## src/rtl/strap_cfg_pkg.sv

```systemverilog
package strap_cfg_pkg;

  localparam int CHANNELS = 4;
  localparam int SYM_W = 3;
  localparam int REG_W = 16;
  localparam int ADDR_W = 6;

  // Register offsets
  localparam logic [ADDR_W-1:0] OFS_CONFIG_ONE = 6'h09;
  localparam logic [ADDR_W-1:0] OFS_INT_MASK = 6'h12;
  localparam logic [ADDR_W-1:0] OFS_INT_STATUS = 6'h13;
  localparam logic [ADDR_W-1:0] OFS_CONFIG_FOUR = 6'h31;

  // Field positions
  localparam int TEST_LSB = 13;
  localparam int TEST_W = 3;
  localparam int MIRROR_BIT = 0;
  localparam int SGMII_BIT = 1;
  localparam int ADVSEL_BIT = 2;
  localparam int ANEG_DIS_BIT = 7;
  localparam int TXSKEW_LSB = 8;
  localparam int RXSKEW_LSB = 12;

  // Reset values
  localparam logic [REG_W-1:0] CONFIG_ONE_RESET = 16'h0000;
  localparam logic [REG_W-1:0] INT_MASK_RESET = 16'h0000;
  localparam logic [REG_W-1:0] INT_STATUS_RESET = 16'h0000;

  // Strap level codes: level one is 00 up to level four 11
  localparam logic [1:0] LEVEL_THREE = 2'h2;
  localparam logic [1:0] LEVEL_FOUR = 2'h3;

  // Test modes
  localparam logic [TEST_W-1:0] TEST_NORMAL = 3'h0;
  localparam logic [TEST_W-1:0] TEST_MODE_FOUR = 3'h4;
  localparam logic [SYM_W-1:0] SYM_POS2 = 3'h2;
  localparam logic [SYM_W-1:0] SYM_NEG2 = 3'h6;
  localparam logic [2:0] PATTERN_LAST = 3'h4;

  // Timing: test clock at the gigabit symbol rate
  localparam int CLK_PERIOD_NS = 4;
  localparam int TEST_CLK_PERIOD_NS = 8;
  localparam int TEST_HALF_CYCLES = TEST_CLK_PERIOD_NS / (2 * CLK_PERIOD_NS);
  localparam int DIV_W = 4;

  typedef struct packed {
    logic [1:0] indicatorZero;
    logic [1:0] indicatorOne;
    logic [1:0] indicatorTwo;
    logic [1:0] gpioOne;
    logic [1:0] gpioZero;
    logic [1:0] rxCtrl;
    logic [1:0] rxDataLane2;
    logic [1:0] rxDataLane0;
  } strap_levels_t;

  typedef struct packed {
    logic [3:0] mgmtAddr;
    logic mirrorEnable;
    logic sgmiiEnable;
    logic advertiseSelect;
    logic anegDisable;
    logic [2:0] txSkew;
    logic [2:0] rxSkew;
    logic [2:0] ledActiveLow;
  } strap_cfg_t;

  typedef enum logic [1:0] {
    PH_LATCH = 2'b00,
    PH_LOAD = 2'b01,
    PH_RUN = 2'b10
  } phase_t;

  typedef struct packed {
    phase_t phase;
    strap_levels_t latched;
    logic [REG_W-1:0] configOne;
    logic [REG_W-1:0] intMask;
    logic [REG_W-1:0] intStatus;
    logic [REG_W-1:0] configFour;
    logic [REG_W-1:0] statusPrev;
    logic [REG_W-1:0] rdData;
    logic rdValid;
    logic testClk;
    logic [DIV_W-1:0] divCount;
    logic [2:0] patCount;
    logic [CHANNELS*SYM_W-1:0] media;
    logic [2:0] indicator;
  } state_t;

  localparam state_t STATE_RESET = '0;

endpackage

```

## src/rtl/strap_decode.sv

```systemverilog
`timescale 1ns/100ps
module strap_decode (
  input wire strap_cfg_pkg::strap_levels_t levels, // latched strap levels
  output strap_cfg_pkg::strap_cfg_t cfg // decoded settings
);

  always_comb begin
    cfg = '0;
    cfg.mgmtAddr = {levels.rxDataLane2, levels.rxDataLane0};
    cfg.mirrorEnable = levels.indicatorZero[1];
    cfg.sgmiiEnable = levels.indicatorZero[0];
    cfg.advertiseSelect = levels.indicatorOne[1];
    cfg.txSkew = {levels.indicatorOne[0], levels.indicatorTwo};
    // Only level three is a valid high code; level four reads as zero
    cfg.rxSkew = {levels.gpioOne, levels.gpioZero == strap_cfg_pkg::LEVEL_THREE};
    // Levels one and two are not allowed on this strap and read as enabled-off
    cfg.anegDisable = levels.rxCtrl == strap_cfg_pkg::LEVEL_FOUR;
    cfg.ledActiveLow = {levels.indicatorTwo == strap_cfg_pkg::LEVEL_FOUR,
                        levels.indicatorOne == strap_cfg_pkg::LEVEL_FOUR,
                        levels.indicatorZero == strap_cfg_pkg::LEVEL_FOUR};
  end

endmodule // strap_decode

```

## src/rtl/mirror_map.sv

```systemverilog
`timescale 1ns/100ps
module mirror_map #(
  parameter int SYM_W = strap_cfg_pkg::SYM_W
) (
  input wire logic [strap_cfg_pkg::CHANNELS*SYM_W-1:0] chIn, // logical channels A..D
  input wire logic mirrorOn, // mirror mode
  input wire logic gigabit, // gigabit operation
  output logic [strap_cfg_pkg::CHANNELS*SYM_W-1:0] chOut // physical channels A..D
);

  localparam int CH = strap_cfg_pkg::CHANNELS;

  for (genvar i = 0; i < CH; i++) begin : g_ch
    logic [SYM_W-1:0] own;
    logic [SYM_W-1:0] swapped;
    logic [SYM_W-1:0] fastSym;
    assign own = chIn[i*SYM_W +: SYM_W];
    // Polarity is reversed on every remapped channel
    assign swapped = SYM_W'(-chIn[(CH-1-i)*SYM_W +: SYM_W]);
    // At 10/100 only A and B carry data; they land on D and C
    assign fastSym = (i >= CH / 2) ? swapped : '0;
    assign chOut[i*SYM_W +: SYM_W] = !mirrorOn ? own : (gigabit ? swapped : fastSym);
  end

endmodule // mirror_map

```

## src/rtl/strap_config_and_port_mirror.sv

```systemverilog
`timescale 1ns/100ps
// How it works
// - Sample straps at power-up and hardware reset
// - Software reset reloads captured straps, no resampling
// - Host registers override every config four strap mode; address and indicator polarity stay strapped
// - Fast mirror: A to D, B to C
// - Gigabit mirror swaps all four channels
// - Mirror enabled by strap or register bit
// - Mirroring inverts polarity of remapped channels
// - Interrupt output on selected status changes
// - Mask register selects; status register reports pending
// - Test mode field selects four modes
// - Test mode drives pattern and synchronous clock
// - Advertise select picks 100/1000 or 10/100/1000
// - Hardware reset relatches; software reset keeps straps
// - Indicator polarity low only for level four
// - Unstrapped address pins resolve to zero
module strap_config_and_port_mirror #(
  parameter int TEST_HALF_CYCLES = strap_cfg_pkg::TEST_HALF_CYCLES
) (
  input wire logic clock, // 250 MHz core clock
  input wire logic rst_n, // power-up or hardware reset, sync, active low
  input wire strap_cfg_pkg::strap_levels_t strapPins, // resolved strap levels
  input wire logic softReset, // global software reset pulse
  input wire logic linkGigabit, // link runs at 1000 Mb/s
  input wire logic [strap_cfg_pkg::CHANNELS*strap_cfg_pkg::SYM_W-1:0] txSymbols, // PCS symbols
  output logic [strap_cfg_pkg::CHANNELS*strap_cfg_pkg::SYM_W-1:0] mediaSymbols, // to MDI
  output logic [3:0] mgmtAddr, // management address
  output logic sgmiiEnable, // SGMII MAC interface
  output logic anegDisable, // auto-negotiation disabled
  output logic [2:0] txSkew, // transmit clock skew code
  output logic [2:0] rxSkew, // receive clock skew code
  output logic [2:0] advertise, // abilities {1000,100,10}
  input wire logic [2:0] ledDrive, // indicator functions, active high
  output logic [2:0] indicatorOut, // indicator pin levels
  output logic [2:0] indicatorOe, // indicator pin enables
  input wire logic [strap_cfg_pkg::REG_W-1:0] statusIn, // internal status conditions
  output logic irq, // interrupt to the MAC, active high
  input wire logic regWrEn, // management register write
  input wire logic regRdEn, // management register read
  input wire logic [strap_cfg_pkg::ADDR_W-1:0] regAddr, // register offset
  input wire logic [strap_cfg_pkg::REG_W-1:0] regWrData, // write data
  output logic [strap_cfg_pkg::REG_W-1:0] regRdData, // read data
  output logic regRdValid, // read data valid pulse
  output logic testModeActive, // a test mode is selected
  output logic testClockOut // clock synchronous to test pattern
);

  localparam int SW = strap_cfg_pkg::SYM_W;
  localparam int CH = strap_cfg_pkg::CHANNELS;

  if (TEST_HALF_CYCLES < 1 || TEST_HALF_CYCLES >= (1 << strap_cfg_pkg::DIV_W)) begin : g_chk
    $error("TEST_HALF_CYCLES out of range");
  end

  strap_cfg_pkg::state_t s_reg;
  strap_cfg_pkg::state_t s_next;
  strap_cfg_pkg::strap_cfg_t decoded;
  logic [strap_cfg_pkg::REG_W-1:0] strapConfigFour;
  logic [strap_cfg_pkg::REG_W-1:0] changed;
  logic [strap_cfg_pkg::REG_W-1:0] readClear;
  logic [strap_cfg_pkg::TEST_W-1:0] testMode;
  logic testActive;
  logic tick;
  logic [SW-1:0] patSym;
  logic [CH*SW-1:0] sourceSymbols;
  logic [CH*SW-1:0] mirrored;
  logic running;

  ////////////////////////////////////////////////////////////////////////////
  // Decode and datapath

  strap_decode u_decode (
    .levels(s_reg.latched),
    .cfg(decoded)
  );

  always_comb begin
    strapConfigFour = '0;
    strapConfigFour[strap_cfg_pkg::MIRROR_BIT] = decoded.mirrorEnable;
    strapConfigFour[strap_cfg_pkg::SGMII_BIT] = decoded.sgmiiEnable;
    strapConfigFour[strap_cfg_pkg::ADVSEL_BIT] = decoded.advertiseSelect;
    strapConfigFour[strap_cfg_pkg::ANEG_DIS_BIT] = decoded.anegDisable;
    strapConfigFour[strap_cfg_pkg::TXSKEW_LSB +: 3] = decoded.txSkew;
    strapConfigFour[strap_cfg_pkg::RXSKEW_LSB +: 3] = decoded.rxSkew;
  end

  assign running = s_reg.phase == strap_cfg_pkg::PH_RUN;
  assign testMode = s_reg.configOne[strap_cfg_pkg::TEST_LSB +: strap_cfg_pkg::TEST_W];
  // Codes above four are reserved and leave the transmitter in normal use
  assign testActive = testMode != strap_cfg_pkg::TEST_NORMAL
                      && testMode <= strap_cfg_pkg::TEST_MODE_FOUR;
  assign tick = s_reg.divCount == strap_cfg_pkg::DIV_W'(TEST_HALF_CYCLES - 1);

  // Mode four steps through all five levels; others toggle full swing
  always_comb begin
    if (testMode == strap_cfg_pkg::TEST_MODE_FOUR) begin
      patSym = SW'(s_reg.patCount) + strap_cfg_pkg::SYM_NEG2;
    end else begin
      patSym = s_reg.testClk ? strap_cfg_pkg::SYM_POS2 : strap_cfg_pkg::SYM_NEG2;
    end
  end

  assign sourceSymbols = testActive ? {CH{patSym}} : txSymbols;

  mirror_map #(
    .SYM_W(SW)
  ) u_mirror (
    .chIn(sourceSymbols),
    .mirrorOn(s_reg.configFour[strap_cfg_pkg::MIRROR_BIT]),
    .gigabit(linkGigabit),
    .chOut(mirrored)
  );

  assign changed = statusIn ^ s_reg.statusPrev;
  assign readClear = (regRdEn && regAddr == strap_cfg_pkg::OFS_INT_STATUS) ? s_reg.intStatus : '0;

  ////////////////////////////////////////////////////////////////////////////
  // Next state

  always_comb begin
    s_next = s_reg;
    s_next.rdValid = 1'b0;
    s_next.media = mirrored;
    s_next.indicator = ledDrive ^ decoded.ledActiveLow;
    if (testActive) begin
      s_next.divCount = tick ? '0 : s_reg.divCount + 1'b1;
      if (tick) begin
        s_next.testClk = ~s_reg.testClk;
        if (!s_reg.testClk) begin
          s_next.patCount = (s_reg.patCount == strap_cfg_pkg::PATTERN_LAST)
                            ? '0 : s_reg.patCount + 1'b1;
        end
      end
    end else begin
      s_next.divCount = '0;
      s_next.testClk = 1'b0;
      s_next.patCount = '0;
    end
    case (s_reg.phase)
      strap_cfg_pkg::PH_LATCH: begin
        // Pins are sampled only here, one edge after reset release
        s_next.latched = strapPins;
        s_next.phase = strap_cfg_pkg::PH_LOAD;
      end
      strap_cfg_pkg::PH_LOAD: begin
        s_next.configOne = strap_cfg_pkg::CONFIG_ONE_RESET;
        s_next.intMask = strap_cfg_pkg::INT_MASK_RESET;
        s_next.intStatus = strap_cfg_pkg::INT_STATUS_RESET;
        s_next.configFour = strapConfigFour;
        s_next.statusPrev = statusIn;
        s_next.phase = strap_cfg_pkg::PH_RUN;
      end
      strap_cfg_pkg::PH_RUN: begin
        s_next.statusPrev = statusIn;
        if (softReset) begin
          s_next.phase = strap_cfg_pkg::PH_LOAD;
        end else begin
          // A change in the same cycle as the clearing read stays pending
          s_next.intStatus = (s_reg.intStatus & ~readClear) | changed;
          if (regRdEn) begin
            s_next.rdValid = 1'b1;
            case (regAddr)
              strap_cfg_pkg::OFS_CONFIG_ONE: s_next.rdData = s_reg.configOne;
              strap_cfg_pkg::OFS_INT_MASK: s_next.rdData = s_reg.intMask;
              strap_cfg_pkg::OFS_INT_STATUS: s_next.rdData = s_reg.intStatus;
              strap_cfg_pkg::OFS_CONFIG_FOUR: s_next.rdData = s_reg.configFour;
              default: s_next.rdData = '0;
            endcase
          end
          if (regWrEn) begin
            case (regAddr)
              strap_cfg_pkg::OFS_CONFIG_ONE: s_next.configOne = regWrData;
              strap_cfg_pkg::OFS_INT_MASK: s_next.intMask = regWrData;
              strap_cfg_pkg::OFS_CONFIG_FOUR: s_next.configFour = regWrData;
              default: s_next.configFour = s_next.configFour;
            endcase
          end
        end
      end
      default: s_next.phase = strap_cfg_pkg::PH_LATCH;
    endcase
  end

  always_ff @(posedge clock) begin
    if (!rst_n) begin
      s_reg <= strap_cfg_pkg::STATE_RESET;
    end else begin
      s_reg <= s_next;
    end
  end

  ////////////////////////////////////////////////////////////////////////////
  // Outputs

  assign mediaSymbols = s_reg.media;
  assign mgmtAddr = decoded.mgmtAddr;
  assign sgmiiEnable = s_reg.configFour[strap_cfg_pkg::SGMII_BIT];
  assign anegDisable = s_reg.configFour[strap_cfg_pkg::ANEG_DIS_BIT];
  assign txSkew = s_reg.configFour[strap_cfg_pkg::TXSKEW_LSB +: 3];
  assign rxSkew = s_reg.configFour[strap_cfg_pkg::RXSKEW_LSB +: 3];
  assign advertise = {2'h3, !s_reg.configFour[strap_cfg_pkg::ADVSEL_BIT]};
  assign indicatorOut = s_reg.indicator;
  // Pins stay released while straps are being read
  assign indicatorOe = {3{running}};
  assign irq = |(s_reg.intStatus & s_reg.intMask);
  assign regRdData = s_reg.rdData;
  assign regRdValid = s_reg.rdValid;
  assign testModeActive = testActive;
  assign testClockOut = s_reg.testClk;
endmodule // strap_config_and_port_mirror

```

## config.mk

```make
export PLATFORM = sky130hd
export DESIGN_NAME = strap_config_and_port_mirror
export DESIGN_NICKNAME = d
export VERILOG_FILES = /design/src/rtl/strap_cfg_pkg.sv /design/src/rtl/strap_decode.sv /design/src/rtl/mirror_map.sv /design/src/rtl/strap_config_and_port_mirror.sv
export SDC_FILE = /design/constraint.sdc
export NUM_CORES = 1
export LEC_CHECK = 0
export BUFFER_PORTS_ARGS = -buffer_cell sky130_fd_sc_hd__buf_2
export CAP_MARGIN = 25
export CORE_MARGIN = 4
export CORE_UTILIZATION = 56
export DETAILED_ROUTE_END_ITERATION = 8
export PLACE_DENSITY = 0.92
export SLEW_MARGIN = 20
export SYNTH_ARGS = -nofsm -noshare
export SYNTH_HDL_FRONTEND = slang
export SYNTH_SLANG_ARGS = --single-unit
export TNS_END_PERCENT = 10
```

## constraint.sdc

```tcl
create_clock -name clock -period 2.84 [get_ports clock]
set_input_delay 0.142 -clock clock [delete_from_list [all_inputs] [get_ports clock]]
set_output_delay 0.142 -clock clock [all_outputs]
set_load 0.05 [all_outputs]
```

# Word-level counts from Yosys, hierarchy flattened
# Cells that the tools add are included.
word_totals:
  ff_bits: 138
  latchBits: 0
  ram_bits: 0
  mem_bits_ro: 0
  out_inout_bits: 53
  n_memories: 0
classes:
  add_sub_neg: 7
  mul: 0
  div: 0
  n_lt_le_gt_ge: 1
  eq_ne: 19
  shifts: 0
  mux: 22
  bitwise_logic: 11
  reduce_logical: 17
op_table:
  columns: ["op", "count"]
  rows:
  - ["80-bit one-hot mux with 2 select lines", 1]
  - ["16-bit 2-to-1 mux", 5]
  - ["64-bit 2-to-1 mux", 1]
  - ["16-bit one-hot mux with 4 select lines", 1]
  - ["16-bit bitwise AND", 2]
  - ["32-bit 2-to-1 mux", 1]
  - ["3-bit 2-to-1 mux", 9]
  - ["16-bit NOT", 1]
  - ["16-bit bitwise OR", 1]
  - ["16-bit OR reduction", 1]
  - ["16-bit XOR", 1]
  - ["2-bit == test (second input constant)", 6]
  - ["6-bit by 5-bit == test with 1-bit output (second input constant)", 2]
  - ["12-bit 2-to-1 mux", 1]
  - ["3-bit negation", 4]
  - ["4-bit AND reduction", 3]
  - ["3-bit == test (second input constant)", 2]
  - ["6-bit by 4-bit == test with 1-bit output (second input constant)", 1]
  - ["6-bit == test (second input constant)", 1]
  - ["2-bit by 1-bit inequality test with 1-bit output (second input constant)", 3]
  - ["2-bit inequality test (second input constant)", 3]
  - ["2-bit one-hot mux with 3 select lines", 1]
  - ["2-bit AND reduction", 3]
  - ["3-bit OR reduction", 2]
  - ["16 further kinds", 21]

# Longest topological paths before layout
logic_depth:
  depth_word: 8
  ltp_mapped: 11

# Cells and area by module
# From an unflattened synthesis, not the netlist that was laid out.
unflattened:
  cells_unflattened: 781
  hier_area_um2: 6946.7
modules_own_cells:
  columns: ["module", "instances", "cells_each", "area_each_um2", "seq_area_each_um2"]
  rows:
  - ["strap_config_and_port_mirror", 1, 724, 6561.3, 2762.6]
  - ["mirror_map", 1, 40, 256.5, 0.0]
  - ["strap_decode", 1, 17, 128.9, 0.0]

# Worst setup path after synthesis
# Ideal clock, no wire load.
synth_timing:
  path_type: "reg-to-reg"
  startpoint: "reg s_reg[117] (netlist name)"
  endpoint: "reg s_reg, in the netlist mediaSymbols[1]"
  setup_ns: 0.115
  t_arrival_ns: 2.351
  t_required_ns: 2.725
  path_slack_ns: 0.374
  path_stages_with_launch: 12
  path_buffers: 2
  period_less_slack_ns: 2.466
  cell_sequence: "dfxtp_1 > nor2_1 > ha_1 > clkbuf_1 > inv_1 > clkbuf_1 > nand3_1 > o21ai_0 > ha_1 > nand3_1 > o21ai_0 > and2_1"
synth_between:
  elab_chain_len: 6
  elab_cells_between_ends: 9
  classes_between: "add/sub: 1; order compare: 1; eq/ne: 1; mux: 4; reduce/logical: 2"
synth_rtl:
  columns: ["element", "line_no", "source"]
  rows:
  - ["start: declaration", "strap_config_and_port_mirror.sv:56", "strap_cfg_pkg::state_t s_reg;"]
  - ["start signal: assignment", "strap_config_and_port_mirror.sv:187", "s_reg <= strap_cfg_pkg::STATE_RESET;"]
  - ["start signal: assignment", "strap_config_and_port_mirror.sv:189", "s_reg <= s_next;"]
  - ["3-bit less-or-equal comparator or 3-bit nonzero test (tied branches)", "strap_config_and_port_mirror.sv:92, strap_config_and_port_mirror.sv:91", null]
  - ["1-bit logical AND *", "strap_config_and_port_mirror.sv:92", "&& testMode <= strap_cfg_pkg::TEST_MODE_FOUR;"]
  - ["via testModeActive", "strap_config_and_port_mirror.sv:45", "output logic testModeActive,"]
  - ["12-bit 2-to-1 mux *", "strap_config_and_port_mirror.sv:104", "assign sourceSymbols = testActive ? {CH{patSym}} : txSymbols;"]
  - ["3-bit negation", "mirror_map.sv:19", "assign swapped = SYM_W'(-chIn[(CH-1-i)*SYM_W +: SYM_W]);"]
  - ["3-bit 2-to-1 mux", "mirror_map.sv:22", "assign chOut[i*SYM_W +: SYM_W] = !mirrorOn ? own : (gigabit ? swapped : fastSym);"]
  - ["3-bit 2-to-1 mux *", "mirror_map.sv:22", null]
# Mark *: on every way through the listed nets, which the timed path passes. The rest lies on a longest branch.
# A chain may end at the register's enable or synchronous reset.

# Worst setup path in the final report
layout_timing:
  startpoint: "reg s_reg[136] (netlist name)"
  endpoint: "reg s_reg[60] (netlist name)"
layout_between:
  elab_chain_len: 3
  elab_cells_between_ends: 8
  classes_between: "eq/ne: 5; mux: 1; reduce/logical: 2"
layout_rtl:
  columns: ["element", "line_no", "source"]
  rows:
  - ["2-bit == test or 2-bit by 1-bit == test with 1-bit output (tied branches)", "strap_config_and_port_mirror.sv:140", "case (s_reg.phase)"]
  - ["2-bit by 1-bit inequality test with 1-bit output (no line), or another cell as far along", null, null]
  - ["4-bit AND reduction (no line)", null, null]
# Parallel ways exist; a longest one is shown, timed or not. The select of a mux whose other input is x is not followed.

==> summary.md <==
| Metric | Value |
|---|---|
| Status | finished clean |
| Max Root-Sink Buffers | 2 |
| Dominant cells by area after synthesis | dfxtp_1 41%, mux2i_1 8.8%, nor2b_1 6.1% |
| Critical path class | register to register |
| Layout cells sized above 1 | 0.214 |
| Ports | about 130 |
| Worst-Margin Slew | around 0.9 ns |
| Synth Area in Compound Gates | 0.169 |
| Initial core utilization | 0.581 |
| Number of remaining DRC errors | 0 |
| Peak supply drop | approximately 450 uV |
| Fmax | 425 MHz |
| Most Frequent Cell on Critical Path | inv_1 |
| Synthesis warning total | 0 |
| Worst-path cell chain | inv_1 -> ha_1 -> buf_4 -> nand2b_1 -> inv_1 -> a31oi_1 -> nand2_1 -> a21boi_0 |
| Crit Path Max Fanout | 12 |
| Setup crit end kind | register |
| Die width | 118 um |
| R2r setup slk | 0.49 ns |
| Initial antenna violation count | 0 |
| Die area | 0.0138 mm^2 |
| P per Cell Area | between 600 and 700 mW/mm^2 |
| Finished Cell Area | roughly 0.0079 mm^2 |
| Number of distinct library cells after synthesis | 52 |
| Post-CTS Setup Bufs | 0 |
| Seq/Total Area, Yosys | 0.411 |
| Core box area | between 0.01 and 0.015 mm^2 |
| Vias per cell | between 5 and 6 |
| Avg WL per Cell | 16.9 um |
| Worst EP required | roughly 3.2 ns |
| Count leader, synth | dfxtp_1 |
| Overall Global Routing Usage | 0.240 |
| Diode count | 0 |
| Syn_area_per_cell | between 9 and 10 um^2 |
| Mapped cell area | about 0.0067 mm^2 |
| IO buf count | around 130 |
| Overflow after GRT | 0 |
| Fin Setup TNS | 0 ns |
| Hold path cells | 3 |
| Vias in the first global route | about 5,400 |
| RePlAce Congestion | just under 0.9 |
| Area grow syn2layout | 18.1% |
| Drt initial violations | between 300 and 400 |
| Hold Fails Final Rpt | 0 |
| Top_reg_cell synth | dfxtp_1 |
| Area leader, netlist | dfxtp_1 |
| Largest stage delay on the critical path | 0.50 ns |
| Fin crit share | 0.828 |
| Hold Path End | s_reg[41]$_SDFFE_PN0P_ |
| Synth Area in Adders | 0.0242 |
| Unrepaired setup endpoints after global routing | no |
| Synth async-reset ratio | 0 |
| FP Rows | 39 |
| Dpl cell area | approximately 0.0070 mm^2 |
| DRT Pass-1 Iters | 5 |
| CTS Sinks | around 140 |
| CTS tree | built |
| Reg2reg start | s_reg[136]$_SDFFE_PN0P_ |
| Worst setup SP type | register |
| Largest net degree at the start of global routing | approximately 110 |
| Max-slew violations | 0 |
| Post-Synth XOR/XNOR Area | 0.0313 |
| Hold-fix buffers at CTS | 32 |
| Commonest cells in the netlist | 138 x dfxtp_1, 65 x nor2b_1, 59 x mux2i_1, 58 x nand2_1, 56 x nor2_1 |
| Setup Skew | 0.00493 ns |
| First-pass GRT wire length | between 20,000 and 30,000 um |
| Leakage | between 0.003 and 0.004 uW |
| Clk pin slew, worst setup/hold paths | about 0.060 ns |
| Reg2reg end | s_reg[60]$_SDFFE_PN0P_ |
| #FFs+latches synth | around 140 |
| Max reg flops | a little under 100 |
| Worst reg-to-reg path cell count | 8 |
| Post-Route WL | roughly 16,000 um |
| TritonCTS buffer count | 17 |
| Hpwl dp | around 11,000 um |
| EDFF count, synth | 0 |
| Mapped Cells | about 720 |
| Hold WC Path Type | input port to register |
| Post-route antenna net violation count | 0 |
| Final setup viols | 0 |
| Simple-gate share of the synthesized area | 0.184 |
| Root Driver | clkbuf_16 |
| Synth top area share | 0.411 |
| Hold_sp | statusIn[1] |
| Clk_lat worst skew | 0.42 ns |
| Final net count | around 910 |
| Max-cap violations | 0 |
| Critical-path top delay cell | nand2b_1 |
| Via count | approximately 5,400 |
| CP Data Arrival Time | approximately 2.7 ns |
| Max H-tree Level | 4 |
| Final Critical Period | between 2 and 2.5 ns |
| Main combinational cell family by area after synthesis | simple AND/OR/NAND/NOR gates |
| Die Height | roughly 120 um |
| Max-slew headroom | 0.385 |
| Mux share of post-synthesis cell area | 0.0879 |
| CTS resizes | 0 |
-- layer usage --
metal  global-route usage  routed length [um]  vias up
met1                0.293                6980     2528
met5                    0                   0        -
met3               0.0730                1150       43
li1                     -                   -     2640
met4               0.0967                 476        0
met2                0.396                7880      208
-- placed cells by master, fill, tap and decap left out, types with 2 or more instances in the layout --
cell type        n
xnor2_1         20
nor2_1          56
inv_6            4
clkbuf_16       17
and2_1          13
dlygate4sd3_1   32
nor3_1           2
a21o_1           2
bufinv_16        3
a221oi_1         4
mux2i_1         59
a21boi_1         8
and3_1           2
buf_2          125
nand2b_1         4
a21oi_1         46
nand3b_1         5
nor3_4           2
or4b_4           2
o211ai_1         4
o21ai_0         19
o22ai_1          4
o211a_1         10
clkinvlp_4       3
conb_1           2
a22o_1          36
nand3_1         11
buf_4            9
clkinv_2         5
nor3b_1          2
dfxtp_1        138
ha_1            13
xor2_1           4
a221o_1          8
or3b_2           2
a21boi_0         7
nor2b_1         65
nand2_1         58
inv_1           11
-- cell type report --
class / instances / area (um^2)
clock inverters: 15 / 173
inverters: 11 / 41.3
repair buffers: 166 / 1010
fillers: 872 / 3630
clock buffers: 17 / 425
well taps: 143 / 179
flip-flops and latches: 138 / 2760
multi-input cells: 486 / 3340
-- per-stage QoR --
stage | power [uW] | hold WS (ns) | util | instances | worst slack [ns]
after floorplan | 3100 | 0.267 | - | 725 | 0.374
after global placement | 3270 | 0.396 | 0.607 | 912 | 0.620
after detailed placement | 3300 | 0.402 | 0.607 | 912 | 0.511
after CTS | 5560 | 0.00172 | 0.686 | 976 | 0.509
after global routing | 5760 | 0.0126 | 0.686 | 976 | 0.355
final | 5550 | 0.00686 | 0.686 | 976 | 0.487
-- worst max-delay path: cells and delay by family (launching register included) --
kind / cells / cell delay (ns)
AOI/OAI and AO/OA: 2 / 0.65
and+or+nand+nor: 2 / 0.60
buffers and inverters: 3 / 0.41
DFF: 1 / 0.34
adders and majority gates: 1 / 0.27
-- kinds of logic (layout without fill, tap and decap cells) --
family	Yosys count	in the layout
xor+xnor	24	24
flops	138	138
compound gates	155	155
simple gates	233	233
mux	59	59
fa+ha+maj	13	13
buf+inv	101	209
other cells	1	2
-- power breakdown --
part / switching (uW) / total (uW) / internal [uW]
registers: 117 / 2190 / 2080
logic: 693 / 1110 / 421
clock network: 866 / 2250 / 1380
total: 1680 / 5550 / 3880
-- worst max-delay path by stage --
stage	slack, ns	to	start	cells past startpoint
2_1_floorplan	0.37	mediaSymbols[1]$_SDFF_PN0_	s_reg[117]$_SDFFE_PN0P_	11
3_3_place_gp	0.62	mediaSymbols[1]$_SDFF_PN0_	s_reg[117]$_SDFFE_PN0P_	9
3_5_place_dp	0.51	s_reg[60]$_SDFFE_PN0P_	s_reg[136]$_SDFFE_PN0P_	8
4_1_cts	0.51	s_reg[60]$_SDFFE_PN0P_	s_reg[136]$_SDFFE_PN0P_	8
5_1_grt	0.35	mediaSymbols[1]$_SDFF_PN0_	s_reg[118]$_SDFFE_PN0P_	9
6_report	0.49	s_reg[60]$_SDFFE_PN0P_	s_reg[136]$_SDFFE_PN0P_	8
Note: power is estimated with default switching activity, not from simulation.
